File: config.mk
export PLATFORM = sky130hd
export DESIGN_NAME = ei_engine_start_interlock
export DESIGN_NICKNAME = d
export VERILOG_FILES = /design/src/ei_pkg.sv /design/src/ei_engine_start_interlock.sv
export VERILOG_INCLUDE_DIRS = /design/src /design/src/src
export SDC_FILE = /design/constraint.sdc
export NUM_CORES = 1
export LEC_CHECK = 0
export BUFFER_PORTS_ARGS = -buffer_cell sky130_fd_sc_hd__buf_2
export CORE_UTILIZATION = 30
export DETAILED_ROUTE_END_ITERATION = 6
export GPL_ROUTABILITY_DRIVEN = 1
export GPL_TIMING_DRIVEN = 0
export PLACE_DENSITY_LB_ADDON = 0.2
export SYNTH_ARGS = -nofsm -noshare
export SYNTH_HDL_FRONTEND = slang
export SYNTH_SLANG_ARGS = --single-unit
File: constraint.sdc
create_clock -name clock -period 7.7 [get_ports clock]
set_input_delay 0 -clock clock [delete_from_list [all_inputs] [get_ports clock]]
set_output_delay 0 -clock clock [all_outputs]
set_load 0.03 [all_outputs]
File: src/ei_consts.svh
// Notes on behaviour
// - Four start sources: local crank, CAN crank, CAN external start, service.
// - Injection stays off until engine speed reaches 50 rpm.
// - Local crank request refused while ignition is off.
// - Starter drops out above configured maximum cranking speed.
// - Cranking time limited; new attempt only after one second off.
// - Starter locked out while engine speed is above 50 rpm.
// - Starter locked while CAN starting interlock is active.
// - Automatic transmission: start only with neutral position active.
// - External starter type: starter locked, status shows that type.
// - Three driver shorts lock the starter; status shows short from first.
// - A source must drop before it may start the engine again.
// - Local crank request wins over every other source.
// - Local crank without CAN crank: fault and one second delay.
// - Local crank already active at power-up ignored unless reset bridge.
// - CAN crank without local crank: fault and one second delay.
// - CAN external start cranks directly when starter not locked.
// - Braking inhibits injection and governors; hold time then torque ramp.
// - CAN engine-stop demand inhibits injection.
// - CAN starter-interlock demand inhibits injection and locks starter.
// - Governor type 15 idle, 0 to 5 speed control; mode reported.
// - Idle speed reported at 16 rpm per bit.
// - Speed control clamps desired speed between idle and maximum.
`ifndef EI_CONSTS_SVH
`define EI_CONSTS_SVH

`define EI_CLK_NS 10
`define EI_MS_NS 1000000
`define EI_RUN_RPM 16'h0032
`define EI_CONSIST_MS 16'h03E8
`define EI_REST_MS 16'h03E8
`define EI_INIT_MS 16'h012C
`define EI_BRAKE_HOLD_MS 16'h01F4
`define EI_RAMP_STEP 16'h0010
`define EI_SHORT_LIMIT 2'h3
`define EI_GOV_IDLE_TYPE 4'hF
`define EI_GOV_SPEED_MAX 4'h5
`define EI_IDLE_RES_SHIFT 4
`define EI_TIMER_MAX 16'hFFFF

`endif

File: src/ei_pkg.sv
package ei_pkg;

   typedef enum logic [2:0] {
      STAT_OK,
      STAT_EXT_TYPE,
      STAT_SHORT,
      STAT_LOCKED,
      STAT_CRANKING
   } ei_stat_t;

   typedef enum logic [1:0] {
      GOV_NONE,
      GOV_IDLE,
      GOV_SPEED
   } ei_gov_t;

   typedef enum logic [1:0] {
      S_IDLE,
      S_DELAY,
      S_CRANK,
      S_REST
   } ei_state_t;

   // Order matters: bit index is the source number, 3 is highest priority
   typedef struct packed {
      logic local_crank;
      logic can_crank;
      logic ext_start;
      logic service;
   } ei_src_t;

   typedef struct packed {
      logic [15:0] idle_rpm;
      logic [15:0] max_rpm;
      logic [15:0] desired_rpm;
      logic [3:0] gov_type;
   } ei_gov_req_t;

endpackage

File: src/ei_engine_start_interlock.sv
`timescale 1ns/100ps
`include "ei_consts.svh"

module ei_engine_start_interlock #(
   parameter int MS_CYCLES = `EI_MS_NS / `EI_CLK_NS
) (
   input wire logic clock,
   input wire logic sys_rst,
   input wire ei_pkg::ei_src_t src,
   input wire logic ignition_on,
   input wire logic reset_bridge,
   input wire logic [15:0] engine_rpm,
   input wire logic [15:0] max_crank_rpm,
   input wire logic [15:0] max_crank_ms,
   input wire logic can_start_interlock,
   input wire logic can_starter_lock_demand,
   input wire logic can_engine_stop,
   input wire logic brake_active,
   input wire logic auto_transmission,
   input wire logic neutral_position,
   input wire logic starter_type_external,
   input wire logic starter_short,
   input wire ei_pkg::ei_gov_req_t gov_req,
   input wire logic [15:0] torque_demand,
   output logic starter_on,
   output logic inject_enable,
   output logic crank_fault,
   output ei_pkg::ei_stat_t starter_status,
   output ei_pkg::ei_gov_t gov_mode,
   output logic governors_active,
   output logic [7:0] idle_speed_can,
   output logic [15:0] target_rpm,
   output logic [15:0] torque_out
);

   localparam int SRC_LOCAL = 3;
   localparam int SRC_CAN = 2;
   localparam int SRC_EXT = 1;
   localparam int SRC_SVC = 0;

   function automatic logic [3:0] src_onehot(input logic [1:0] idx);
      src_onehot = 4'h1 << idx;
   endfunction

   function automatic logic src_bit(input logic [3:0] s,
                                    input logic [1:0] idx);
      src_bit = |(s & src_onehot(idx));
   endfunction

   function automatic ei_pkg::ei_gov_t gov_decode(input logic [3:0] t);
      if (t == `EI_GOV_IDLE_TYPE) begin
         gov_decode = ei_pkg::GOV_IDLE;
      end else if (t <= `EI_GOV_SPEED_MAX) begin
         gov_decode = ei_pkg::GOV_SPEED;
      end else begin
         gov_decode = ei_pkg::GOV_NONE;
      end
   endfunction

   // Millisecond tick
   logic [16:0] ms_cnt, next_ms_cnt;
   logic ms_tick, next_ms_tick;

   always_comb begin
      if (ms_cnt == 17'(MS_CYCLES - 1)) begin
         next_ms_cnt = 17'h00000;
         next_ms_tick = 1'b1;
      end else begin
         next_ms_cnt = ms_cnt + 17'h00001;
         next_ms_tick = 1'b0;
      end
   end

   always_ff @(posedge clock) begin
      if (sys_rst) begin
         ms_cnt <= 17'h00000;
         ms_tick <= 1'b0;
      end else begin
         ms_cnt <= next_ms_cnt;
         ms_tick <= next_ms_tick;
      end
   end

   // Starter control
   ei_pkg::ei_state_t state, next_state;
   logic [15:0] timer, next_timer;
   logic [3:0] used, next_used;
   logic [1:0] cur_src, next_cur_src;
   logic [1:0] short_cnt, next_short_cnt;
   logic [15:0] init_timer, next_init_timer;
   logic init_done, next_init_done;
   logic local_block, next_local_block;
   logic next_starter_on;
   logic next_crank_fault;
   ei_pkg::ei_stat_t next_status;
   logic [3:0] req, avail;
   logic local_seen, lock;

   always_comb begin
      req = src;
      // Local request only counts with ignition on and not latched at run-up
      local_seen = src.local_crank & ignition_on & ~local_block
                 & (init_done | reset_bridge);
      avail = req & ~used;
      avail[SRC_LOCAL] = local_seen & ~used[SRC_LOCAL];
      lock = starter_type_external
           | (short_cnt == `EI_SHORT_LIMIT)
           | (engine_rpm > `EI_RUN_RPM)
           | can_start_interlock
           | can_starter_lock_demand
           | (auto_transmission & ~neutral_position);

      next_state = state;
      next_timer = timer;
      next_cur_src = cur_src;
      next_crank_fault = crank_fault;
      next_init_timer = init_timer;
      next_init_done = init_done;
      next_local_block = local_block;
      next_short_cnt = short_cnt;
      // Release first, then any new start sets its bit: set wins
      next_used = used & req;

      if (ms_tick && timer != `EI_TIMER_MAX) begin
         next_timer = timer + 16'h0001;
      end

      if (!init_done && ms_tick) begin
         next_init_timer = init_timer + 16'h0001;
         if (next_init_timer >= `EI_INIT_MS) begin
            next_init_done = 1'b1;
         end
      end
      if (!init_done && src.local_crank && !reset_bridge) begin
         next_local_block = 1'b1;
      end else if (!src.local_crank) begin
         next_local_block = 1'b0;
      end

      if (starter_short && short_cnt != `EI_SHORT_LIMIT) begin
         next_short_cnt = short_cnt + 2'h1;
      end

      case (state)
         ei_pkg::S_IDLE: begin
            if (!lock) begin
               if (avail[SRC_LOCAL]) begin
                  next_cur_src = 2'(SRC_LOCAL);
                  next_timer = 16'h0000;
                  if (!src.can_crank) begin
                     next_state = ei_pkg::S_DELAY;
                  end else begin
                     next_state = ei_pkg::S_CRANK;
                     next_used[SRC_LOCAL] = 1'b1;
                  end
               end else if (avail[SRC_CAN]) begin
                  next_cur_src = 2'(SRC_CAN);
                  next_timer = 16'h0000;
                  if (!local_seen) begin
                     next_state = ei_pkg::S_DELAY;
                  end else begin
                     next_state = ei_pkg::S_CRANK;
                     next_used[SRC_CAN] = 1'b1;
                  end
               end else if (avail[SRC_EXT]) begin
                  next_cur_src = 2'(SRC_EXT);
                  next_timer = 16'h0000;
                  next_state = ei_pkg::S_CRANK;
                  next_used[SRC_EXT] = 1'b1;
               end else if (avail[SRC_SVC]) begin
                  next_cur_src = 2'(SRC_SVC);
                  next_timer = 16'h0000;
                  next_state = ei_pkg::S_CRANK;
                  next_used[SRC_SVC] = 1'b1;
               end
            end
         end
         ei_pkg::S_DELAY: begin
            if (lock || !src_bit(avail, cur_src)) begin
               next_state = ei_pkg::S_IDLE;
            end else if (timer >= `EI_CONSIST_MS) begin
               next_crank_fault = 1'b1;
               next_state = ei_pkg::S_CRANK;
               next_timer = 16'h0000;
               next_used = next_used | src_onehot(cur_src);
            end
         end
         ei_pkg::S_CRANK: begin
            if (lock
                || engine_rpm > max_crank_rpm
                || timer >= max_crank_ms
                || !src_bit(req, cur_src)) begin
               next_state = ei_pkg::S_REST;
               next_timer = 16'h0000;
            end
         end
         ei_pkg::S_REST: begin
            // Off time lets the starter cool and the pinion stop
            if (timer >= `EI_REST_MS) begin
               next_state = ei_pkg::S_IDLE;
            end
         end
         default: begin
            next_state = ei_pkg::S_IDLE;
         end
      endcase

      next_starter_on = (next_state == ei_pkg::S_CRANK);

      if (starter_type_external) begin
         next_status = ei_pkg::STAT_EXT_TYPE;
      end else if (next_short_cnt != 2'h0) begin
         next_status = ei_pkg::STAT_SHORT;
      end else if (lock) begin
         next_status = ei_pkg::STAT_LOCKED;
      end else if (next_starter_on) begin
         next_status = ei_pkg::STAT_CRANKING;
      end else begin
         next_status = ei_pkg::STAT_OK;
      end
   end

   always_ff @(posedge clock) begin
      if (sys_rst) begin
         state <= ei_pkg::S_IDLE;
         timer <= 16'h0000;
         used <= 4'h0;
         cur_src <= 2'h0;
         short_cnt <= 2'h0;
         init_timer <= 16'h0000;
         init_done <= 1'b0;
         local_block <= 1'b0;
         starter_on <= 1'b0;
         crank_fault <= 1'b0;
         starter_status <= ei_pkg::STAT_OK;
      end else begin
         state <= next_state;
         timer <= next_timer;
         used <= next_used;
         cur_src <= next_cur_src;
         short_cnt <= next_short_cnt;
         init_timer <= next_init_timer;
         init_done <= next_init_done;
         local_block <= next_local_block;
         starter_on <= next_starter_on;
         crank_fault <= next_crank_fault;
         starter_status <= next_status;
      end
   end

   // Injection, governor and torque
   logic in_hold, next_in_hold;
   logic [15:0] hold_timer, next_hold_timer;
   logic next_inject_enable, next_governors_active;
   logic [15:0] next_torque_out;
   logic [15:0] next_target_rpm;
   logic [7:0] next_idle_speed_can;
   ei_pkg::ei_gov_t next_gov_mode;
   logic inhibit;
   logic [16:0] torque_sum;

   always_comb begin
      next_in_hold = in_hold;
      next_hold_timer = hold_timer;
      if (brake_active) begin
         next_in_hold = 1'b1;
         next_hold_timer = 16'h0000;
      end else if (in_hold && ms_tick) begin
         next_hold_timer = hold_timer + 16'h0001;
         if (next_hold_timer >= `EI_BRAKE_HOLD_MS) begin
            next_in_hold = 1'b0;
         end
      end

      inhibit = brake_active | in_hold
              | can_engine_stop
              | can_starter_lock_demand
              | (engine_rpm < `EI_RUN_RPM);
      next_inject_enable = ~inhibit;

      // Torque restarts from zero so demand never steps in at once
      torque_sum = {1'b0, torque_out} + {1'b0, `EI_RAMP_STEP};
      next_torque_out = torque_out;
      if (inhibit) begin
         next_torque_out = 16'h0000;
      end else if (torque_out > torque_demand) begin
         next_torque_out = torque_demand;
      end else if (ms_tick) begin
         if (torque_sum >= {1'b0, torque_demand}) begin
            next_torque_out = torque_demand;
         end else begin
            next_torque_out = torque_sum[15:0];
         end
      end

      next_gov_mode = gov_decode(gov_req.gov_type);
      next_governors_active = (next_gov_mode != ei_pkg::GOV_NONE)
                            & ~brake_active & ~in_hold;

      next_target_rpm = gov_req.idle_rpm;
      if (next_gov_mode == ei_pkg::GOV_SPEED) begin
         if (gov_req.desired_rpm < gov_req.idle_rpm) begin
            next_target_rpm = gov_req.idle_rpm;
         end else if (gov_req.desired_rpm > gov_req.max_rpm) begin
            next_target_rpm = gov_req.max_rpm;
         end else begin
            next_target_rpm = gov_req.desired_rpm;
         end
      end

      // Speeds above 4095 rpm do not fit the report and wrap
      next_idle_speed_can =
         8'(gov_req.idle_rpm >> `EI_IDLE_RES_SHIFT);
   end

   always_ff @(posedge clock) begin
      if (sys_rst) begin
         in_hold <= 1'b0;
         hold_timer <= 16'h0000;
         inject_enable <= 1'b0;
         torque_out <= 16'h0000;
         gov_mode <= ei_pkg::GOV_NONE;
         governors_active <= 1'b0;
         target_rpm <= 16'h0000;
         idle_speed_can <= 8'h00;
      end else begin
         in_hold <= next_in_hold;
         hold_timer <= next_hold_timer;
         inject_enable <= next_inject_enable;
         torque_out <= next_torque_out;
         gov_mode <= next_gov_mode;
         governors_active <= next_governors_active;
         target_rpm <= next_target_rpm;
         idle_speed_can <= next_idle_speed_can;
      end
   end

endmodule // ei_engine_start_interlock

* Yosys cells after proc, flatten, opt, wreduce, memory -nomap -nowiden *
Cells that the tools add are included.

word-level totals
  output and inout port bits = 49
  bits of input ports = 132
  logic and storage cells = 174
  bits in registers = 128

operators by class
  order comparisons = 12
  reduce and logical (&&, ||, !) cells = 32
  add/sub/neg operators = 6
  muxes and demuxes = 58
  equality and inequality tests = 11
  bitwise logic cells = 31
  shift-type cells = 1

operators with widths
  kind                                                   number
  2-to-1 mux 16 bit                                      15
  adder 16 x 1 -> 16 bit, second input constant          3
  > comparator 16 bit                                    3
  one-hot mux 16 bit (3 select lines)                    1
  2-to-1 mux 2 bit                                       21
  >= comparator 16 x 9 -> 1 bit, second input constant   2
  adder 16 x 5 -> 17 bit, second input constant          1
  adder 17 x 1 -> 17 bit, second input constant          1
  == test 17 bit, second input constant                  1
  >= comparator 17 x 16 -> 1 bit                         1
  >= comparator 16 x 10 -> 1 bit, second input constant  1
  >= comparator 16 bit                                   1
  > comparator 16 x 6 -> 1 bit, second input constant    1
  < comparator 16 bit                                    1
  < comparator 16 x 6 -> 1 bit, second input constant    1
  inequality test 16 bit, second input constant          1
  2-to-1 mux 1 bit                                       14
  bitwise AND 4 bit                                      3
  2-to-1 mux 4 bit                                       3
  OR reduction 4 bit                                     3
  == test 2 bit, second input constant                   5
  OR 1 bit                                               10
  nonzero test 2 bit                                     5
  inverter 1 bit                                         8
  other kinds (22)                                       45

* Logic depth before layout (Yosys ltp) *
Gate-level depths: netlist (run 1).

  word-level depth = 16
  mapped depth = 13
  gate-level depth less buffers = 12

* Worst setup path after synthesis (run 1) *
No wires, ideal clock.

  kind = flip-flop to flip-flop
  from = register torque_out[4]
  to = register torque_out[15]
  cell stages (with the launch flop) = 12
  setup time = 0.122 ns
  arrival = 3.408 ns
  path buffers = 0
  path slack = 4.170 ns
  data required time = 7.578 ns
  clock period less this slack = 3.530 ns
  path through = dfxtp_1 > ha_1 > nand2_1 > nor4_1 > xnor2_1 > ha_1 > a21o_1 > a21o_1 > a311oi_1 > and3_1 > nor4_1 > a311o_1

on the way
  word-level cells in the longest chain between the ends = 5
  elaborated cells between the ends (all ways) = 7
  classes of those cells = add/sub (1); order compare (2); mux (3); reduce/logical (1)

RTL lines
  element                         RTL line                          RTL
  from (decl)                     ei_engine_start_interlock.sv:33   output logic [15:0] torque_out
  from (signal assigned)          ei_engine_start_interlock.sv:330  torque_out <= next_torque_out;
  adder 16 x 5 -> 17 bit          ei_engine_start_interlock.sv:282  torque_sum = {1'b0, torque_out} + {1'b0, `EI_RAMP_STEP};
  >= comparator 17 x 16 -> 1 bit  ei_engine_start_interlock.sv:289  if (torque_sum >= {1'b0, torque_demand}) begin
  2-to-1 mux 16 bit               ei_engine_start_interlock.sv:289
  2-to-1 mux 16 bit               ei_engine_start_interlock.sv:288  end else if (ms_tick) begin
  2-to-1 mux 16 bit               ei_engine_start_interlock.sv:286  end else if (torque_out > torque_demand) begin

Parallel ways exist; a longest one is shown, timed or not. The select of a mux whose other input is x is not followed.
A chain may end at the register's enable or synchronous reset.

* Worst setup path after layout (run 1) *
  from = register torque_out[4]
  to = register torque_out[14]

The elaborated chain is that of the path after synthesis.

==> results of run 1 <==
==> area by class of cell <==
cell class                 count  area [um^2]  area share
timing repair buffer         244         1550       0.139
tap                          378          473      0.0425
clock buffer                  18          429      0.0385
multi-input combinational    806         5480       0.492
clock inverter                14          158      0.0142
inverter                      93          349      0.0314
buffer                        35          134      0.0120
sequential                   128         2560       0.230
==> synthesized netlist by cell type (all sizes together) (3+ instances only) <==
master / number / area, um^2
o31a: 3 / 26.3
nor4: 13 / 81.3
o211ai: 5 / 37.5
o21a: 11 / 82.6
o31ai: 9 / 67.6
clkbuf: 30 / 113
nand4b: 3 / 26.3
a21o: 15 / 113
xor2: 45 / 394
and4: 10 / 87.6
a31oi: 14 / 93.8
nor2: 113 / 424
nor4b: 4 / 56.3
nand2b: 8 / 50.1
nor3: 21 / 105
nor2b: 9 / 56.3
nand4: 41 / 257
dfxtp: 128 / 2560
mux2i: 19 / 190
a211oi: 11 / 87.6
or4: 3 / 22.5
ha: 100 / 1250
buf: 5 / 21.3
nand2: 82 / 308
xnor2: 20 / 175
a21oi: 62 / 310
inv: 92 / 345
nor3b: 4 / 30.0
o32ai: 3 / 26.3
and3: 25 / 156
nand3b: 6 / 45.0
a2111oi: 3 / 26.3
nand3: 45 / 225
or3: 16 / 100
o21ai: 46 / 230
and2: 5 / 31.3
==> per-layer routing <==
| metal | vias up | share of wire |
|---|---|---|
| met5 | - | 0 |
| met4 | 0 | 0.011 |
| met3 | 20 | 0.047 |
| met2 | 176 | 0.46 |
| met1 | 3870 | 0.49 |
| li1 | 4325 | - |
==> sequential cells by signal, summed over array words and instances (netlist names), 2 cells and up <==
signal          cells
cur_src             2
short_cnt           2
hold_timer         16
gov_mode            2
torque_out         16
timer              16
init_timer         16
starter_status      3
ms_cnt             17
target_rpm         16
used                4
idle_speed_can      8
state               2
==> cell families (layout without fill, tap and decap cells) <==
logic type | count (synthesis) | in the layout | share of synthesized area
simple gates | 412 | 412 | 0.246
flops | 128 | 128 | 0.300
buf+inv | 128 | 404 | 0.0566
mux | 22 | 22 | 0.0289
fa+ha+maj | 100 | 100 | 0.147
xor+xnor | 65 | 65 | 0.0668
compound gates | 207 | 207 | 0.155
==> critical path, cell delays in order, from the launching register on <==
cell and delay (ns):
dfxtp_1 0.42, ha_1 0.30, nand2_1 0.11, nor4_1 0.77
xnor2_1 0.17, ha_1 0.32, a21o_1 0.16, a21o_1 0.19
a311oi_1 0.67, a31oi_2 0.39, buf_2 0.30, a211oi_1 0.27
==> where the power goes <==
part           switching, mW  leakage, nW  total, mW  internal [mW]
clock                  0.328        0.278      0.810          0.482
combinational          0.136         3.79      0.248          0.112
sequential           0.00467         1.04      0.681          0.676
total                  0.469         5.10       1.74           1.27
==> through the flow <==
stage | area, um^2 | total power, mW | hold WS, ns
2_1_floorplan | 8530 | 0.821 | 0.0788
3_3_place_gp | 9900 | 0.911 | 0.228
3_5_place_dp | 9900 | 0.913 | 0.246
4_1_cts | 11100 | 1.76 | 0.0164
5_1_grt | 11100 | 1.81 | 0.0484
6_report | 11100 | 1.74 | 0.0139
==> what timing repair did <==
item / CTS / global route
hold buffers: 65 / 0
gates resized for setup: 0 / 0
hold endpoints to repair: 49 / 0
==> worst max path at each step <==
stage	from	endpoint	slack, ns	depth (start not counted)
final	torque_out[4]$_SDFFE_PP0P_	torque_out[14]$_SDFFE_PP0P_	3.55	11
after global routing	torque_out[4]$_SDFFE_PP0P_	torque_out[14]$_SDFFE_PP0P_	3.18	11
after CTS	torque_out[4]$_SDFFE_PP0P_	torque_out[14]$_SDFFE_PP0P_	3.55	11
after floorplan	torque_out[4]$_SDFFE_PP0P_	torque_out[15]$_SDFFE_PP0P_	4.17	11
after global placement	torque_out[4]$_SDFFE_PP0P_	torque_out[0]$_SDFFE_PP0P_	3.69	12
after detailed placement	torque_out[4]$_SDFFE_PP0P_	torque_out[14]$_SDFFE_PP0P_	3.60	11
==> cell usage in the layout (no fill, tap or decap), drive strengths merged, types with 6 or more instances in the layout <==
cell type / count
ha: 100
buf: 184
nand3b: 6
nand3: 45
o31ai: 9
a21o: 15
a21oi: 62
nor4: 13
xor2: 45
a211oi: 11
o21ai: 46
and4: 10
xnor2: 20
nor3: 21
clkinv: 6
mux2i: 19
nor2: 113
o21a: 11
nand4: 41
clkbuf: 48
and3: 25
nand2: 82
inv: 96
nor2b: 9
dlygate4sd3: 65
dfxtp: 128
a31oi: 14
nand2b: 8
or3: 16
==> results.cfg, run 1 <==
[outcome]
status = finished clean

[routing]
dr.pass1.iters = 7
post_drt_wl_per_cell_um = 14.3
post-route-drc-count = 0
vias = 8391
wl_um = 24600
ant_nets = 0
drtIter0Drc = 272
viasPerCell = 4.89

[power_and_ir_drop]
ir_drop_mv = 0.107
p_per_area_nw_per_um2 = 156
leakagePower_nw = 5.10

[yosys]
syn_inst = 1062
avgSynthCellArea_um2 = 8.03
synth_edf_count = 0
syn-cell-area_um2 = 8530
synthArstFlopShare = 0
yosysWarnings = 0
synthFlopType = dfxtp_1
yosysUniqueCellTypes = 65
synth-seq-cells = 128
syn_nets = 1294
yosysSeqAreaShare = 0.300

[grt]
grt_pass1_wl_um = 39700
grt_use_total = 0.172
first_global_vias = 8131
grt_max_degree = 17
met1_usage = 0.223
busiest_layer = met2
antenna_found_initial = 1
use_met2 = 0.284
overflow = 0
gr-usage-met3 = 0.0382

[clock_tree]
clk_latency_ns = 0.42
cts_root_buffer = clkbuf_16
path_clk_slew_ns = 0.07
cts_max_level = 4
post_cts_buffers = 0
cts_buffer_depth = 2
cts_tree = done
cts_buffers = 17
cts.sinks = 128

[timing]
setup_viol = 0
post-route-period-util = 0.539
rsz0062_at_grt = no
finalClockSkew_ns = 0.0162
relSlewSlack = 0.274
setup_slack_ns = 3.55
max_freq_mhz = 241
hold_viol = 0
worst-slew-pin-transition_ns = 1.08
slew_violations = 0
setup_tns_ns = 0
period_needed_ns = 4.15

[floorplan]
fp-row-count = 61
io_pins = 181
coreArea_um2 = 27900
dieArea_um2 = 29100
die_h_um = 171
fp.dieW_um = 171
initial_core_util = 0.306

[min_path]
hp-start = gov_req[2]
worst_hold_path_type = input port to flop
hold_end = governors_active$_SDFF_PP0_
hold_depth = 3

[placed_design]
port-buffer-count = 179
post-dp-hpwl_um = 18900
dpl_worst_slack_ns = 3.60
gp_congestion = 0.813
dp_cells = 1619

[setup_path]
worst-r2r-cell-count = 11
reg2reg_slack_ns = 3.55
timing.rr.start = torque_out[4]$_SDFFE_PP0P_
r2r-end = torque_out[14]$_SDFFE_PP0P_
setup.worst_path.start_class = flop
worst_ep_arrival_time_ns = 4.48
critPathCaptureType = flop
cp_max_fo = 10
cp_data_required_time_ns = 8.03
critPathKind = flop to flop

[layout]
fill_cells = 2892
nets = 1557
fin_cells = 1716
final_util = 0.400
drive_gt1_frac = 0.167
diodes = 0
area_growth_pct = 30.6

[run]
cap_viol_max_count = 0
(Power assumes the default switching activity.)
==> run 2, diff against run 1 <==
==> constraint.sdc (replaced) <==
create_clock -name clock -period 3.7 [get_ports clock]
set_input_delay 0 -clock clock [delete_from_list [all_inputs] [get_ports clock]]
set_output_delay 0 -clock clock [all_outputs]
set_load 0.03 [all_outputs]
==> results.cfg, run 2 (synthesized netlist as in run 1, its figures left out) <==
[setup_path]
timing.critical_path.buf_inv = 0
cpLargestDelayFamily = simple AND/OR/NAND/NOR gates
cp_data_required_time_ns = 4.01
cp_max_fo = 8
setup.worst_path.start_class = flop
cpPeakStageDelay_ns = 0.51
worst_ep_arrival_time_ns = 3.80
critPathCaptureType = flop
critPathKind = flop to flop
path_cells = nand3_2, nor2_2, nand3_1, nor3_1, xor2_1, ha_1, a21o_1, a311oi_4, and3_1, nor4_1, a311o_1
crit_slowest_cell = dfxtp_1

[floorplan]
coreArea_um2 = 27900
io_pins = 181
dieArea_um2 = 29100
fp-row-count = 61
initial_core_util = 0.306
fp.dieW_um = 171
die_h_um = 171

[placed_design]
port-buffer-count = 179
gp_congestion = 0.813
dp_cells = 1619
postPlaceCellArea_um2 = 9900
post-dp-hpwl_um = 18900

[routing]
drtIter0Drc = 284
ant_nets = 0
viasPerCell = 4.90
vias = 8420
post-route-drc-count = 0
dr.pass1.iters = 7
wl_um = 24700
post_drt_wl_per_cell_um = 14.4

[timing]
post-route-period-util = 0.942
worst-slew-pin-transition_ns = 1.08
slew_violations = 0
relSlewSlack = 0.276
finalClockSkew_ns = 0.0161
rsz0062_at_grt = no
period_needed_ns = 3.49
max_freq_mhz = 287
hold_viol = 0
setup_viol = 0

[layout]
layout_common_cells = buf_2 (181), dfxtp_1 (128), nor2_1 (111)
final_cell_area_um2 = 11200
largest_reg_flops = 17
drive_gt1_frac = 0.174
fill_cells = 2892
final_common_cell = buf_2
top_register = ms_cnt
fin_cells = 1718
area_growth_pct = 31.6
diodes = 0
nets = 1559

[outcome]
status = finished clean

[grt]
first_global_vias = 8132
overflow = 0
grt_pass1_wl_um = 39800
grt_use_total = 0.172
antenna_found_initial = 1
grt_max_degree = 17

[clock_tree]
path_clk_slew_ns = 0.07
cts_max_level = 4
cts_buffers = 17
clk_latency_ns = 0.42
cts_tree = done
cts.sinks = 128
cts_buffer_depth = 2
cts_root_buffer = clkbuf_16

[power_and_ir_drop]
power_mw = 3.62
ir_drop_mv = 0.222
p_per_area_nw_per_um2 = 322
leakagePower_nw = 5.14

[run]
cap_viol_max_count = 0

[min_path]
worst_hold_path_type = input port to flop
-- run 2: changes by cell type in the layout (fill, tap and decap cells not counted), sizes merged --
| cell | previous run | this run |
|---|---|---|
| buf | 184 | 187 |
| clkbuf | 48 | 47 |
-- run 2: cell type report --
class / count / area, um^2 / share of cell area
Buffer: 34 / 130 / 0.0116
Clock buffer: 18 / 429 / 0.0383
Clock inverter: 14 / 158 / 0.0141
Inverter: 93 / 349 / 0.0311
Multi-Input combinational cell: 806 / 5550 / 0.495
Sequential cell: 128 / 2560 / 0.228
Tap cell: 378 / 473 / 0.0422
Timing Repair Buffer: 247 / 1570 / 0.140
-- run 2: metrics by stage --
step	setup WS, ns	utilization	hold slack, ns	TNS, ns
finish	0.213	0.403	0.0158	0
global route	0.0325	0.403	0.0484	0
CTS	0.0362	0.401	0.0164	0
detailed placement	-0.399	0.355	0.246	-3.65
global placement	-0.305	0.355	0.228	-2.29
floorplan	0.170	-	0.0788	0
-- run 2: timing repair --
item,CTS,global route
gates resized for setup,5,7
pin swaps,0,2
hold buffers,65,0
buffers inserted,0,3
hold endpoints to repair,49,0
setup endpoints to repair,16,16
-- run 2: worst min-delay path, stage by stage --
cell,delay [ns]
buf_2,0.09
a21o_1,0.19
a211oi_1,0.09
-- run 2: path summary, 6_finish.rpt --
kind | end | start | slack, ns | cells after the start
setup / recovery | torque_out[15]$_SDFFE_PP0P_ | torque_out[6]$_SDFFE_PP0P_ | 0.21 | 11
hold / removal | governors_active$_SDFF_PP0_ | gov_req[2] | 0.02 | 3
setup reg to reg | torque_out[15]$_SDFFE_PP0P_ | torque_out[6]$_SDFFE_PP0P_ | 0.21 | 11
hold reg to reg | ms_cnt[0]$_SDFF_PP0_ | ms_cnt[0]$_SDFF_PP0_ | 0.45 | 1
-- run 2: routing by layer --
metal	global-route usage	wire [um]
met4	0.0466	298
met1	0.223	11800
met2	0.284	11200
met5	0	0
met3	0.0382	1290
-- run 2: power breakdown --
group	internal (mW)	switching (mW)
sequential	1.41	0.00967
combinational	0.233	0.283
clock	1.00	0.682
total	2.64	0.974
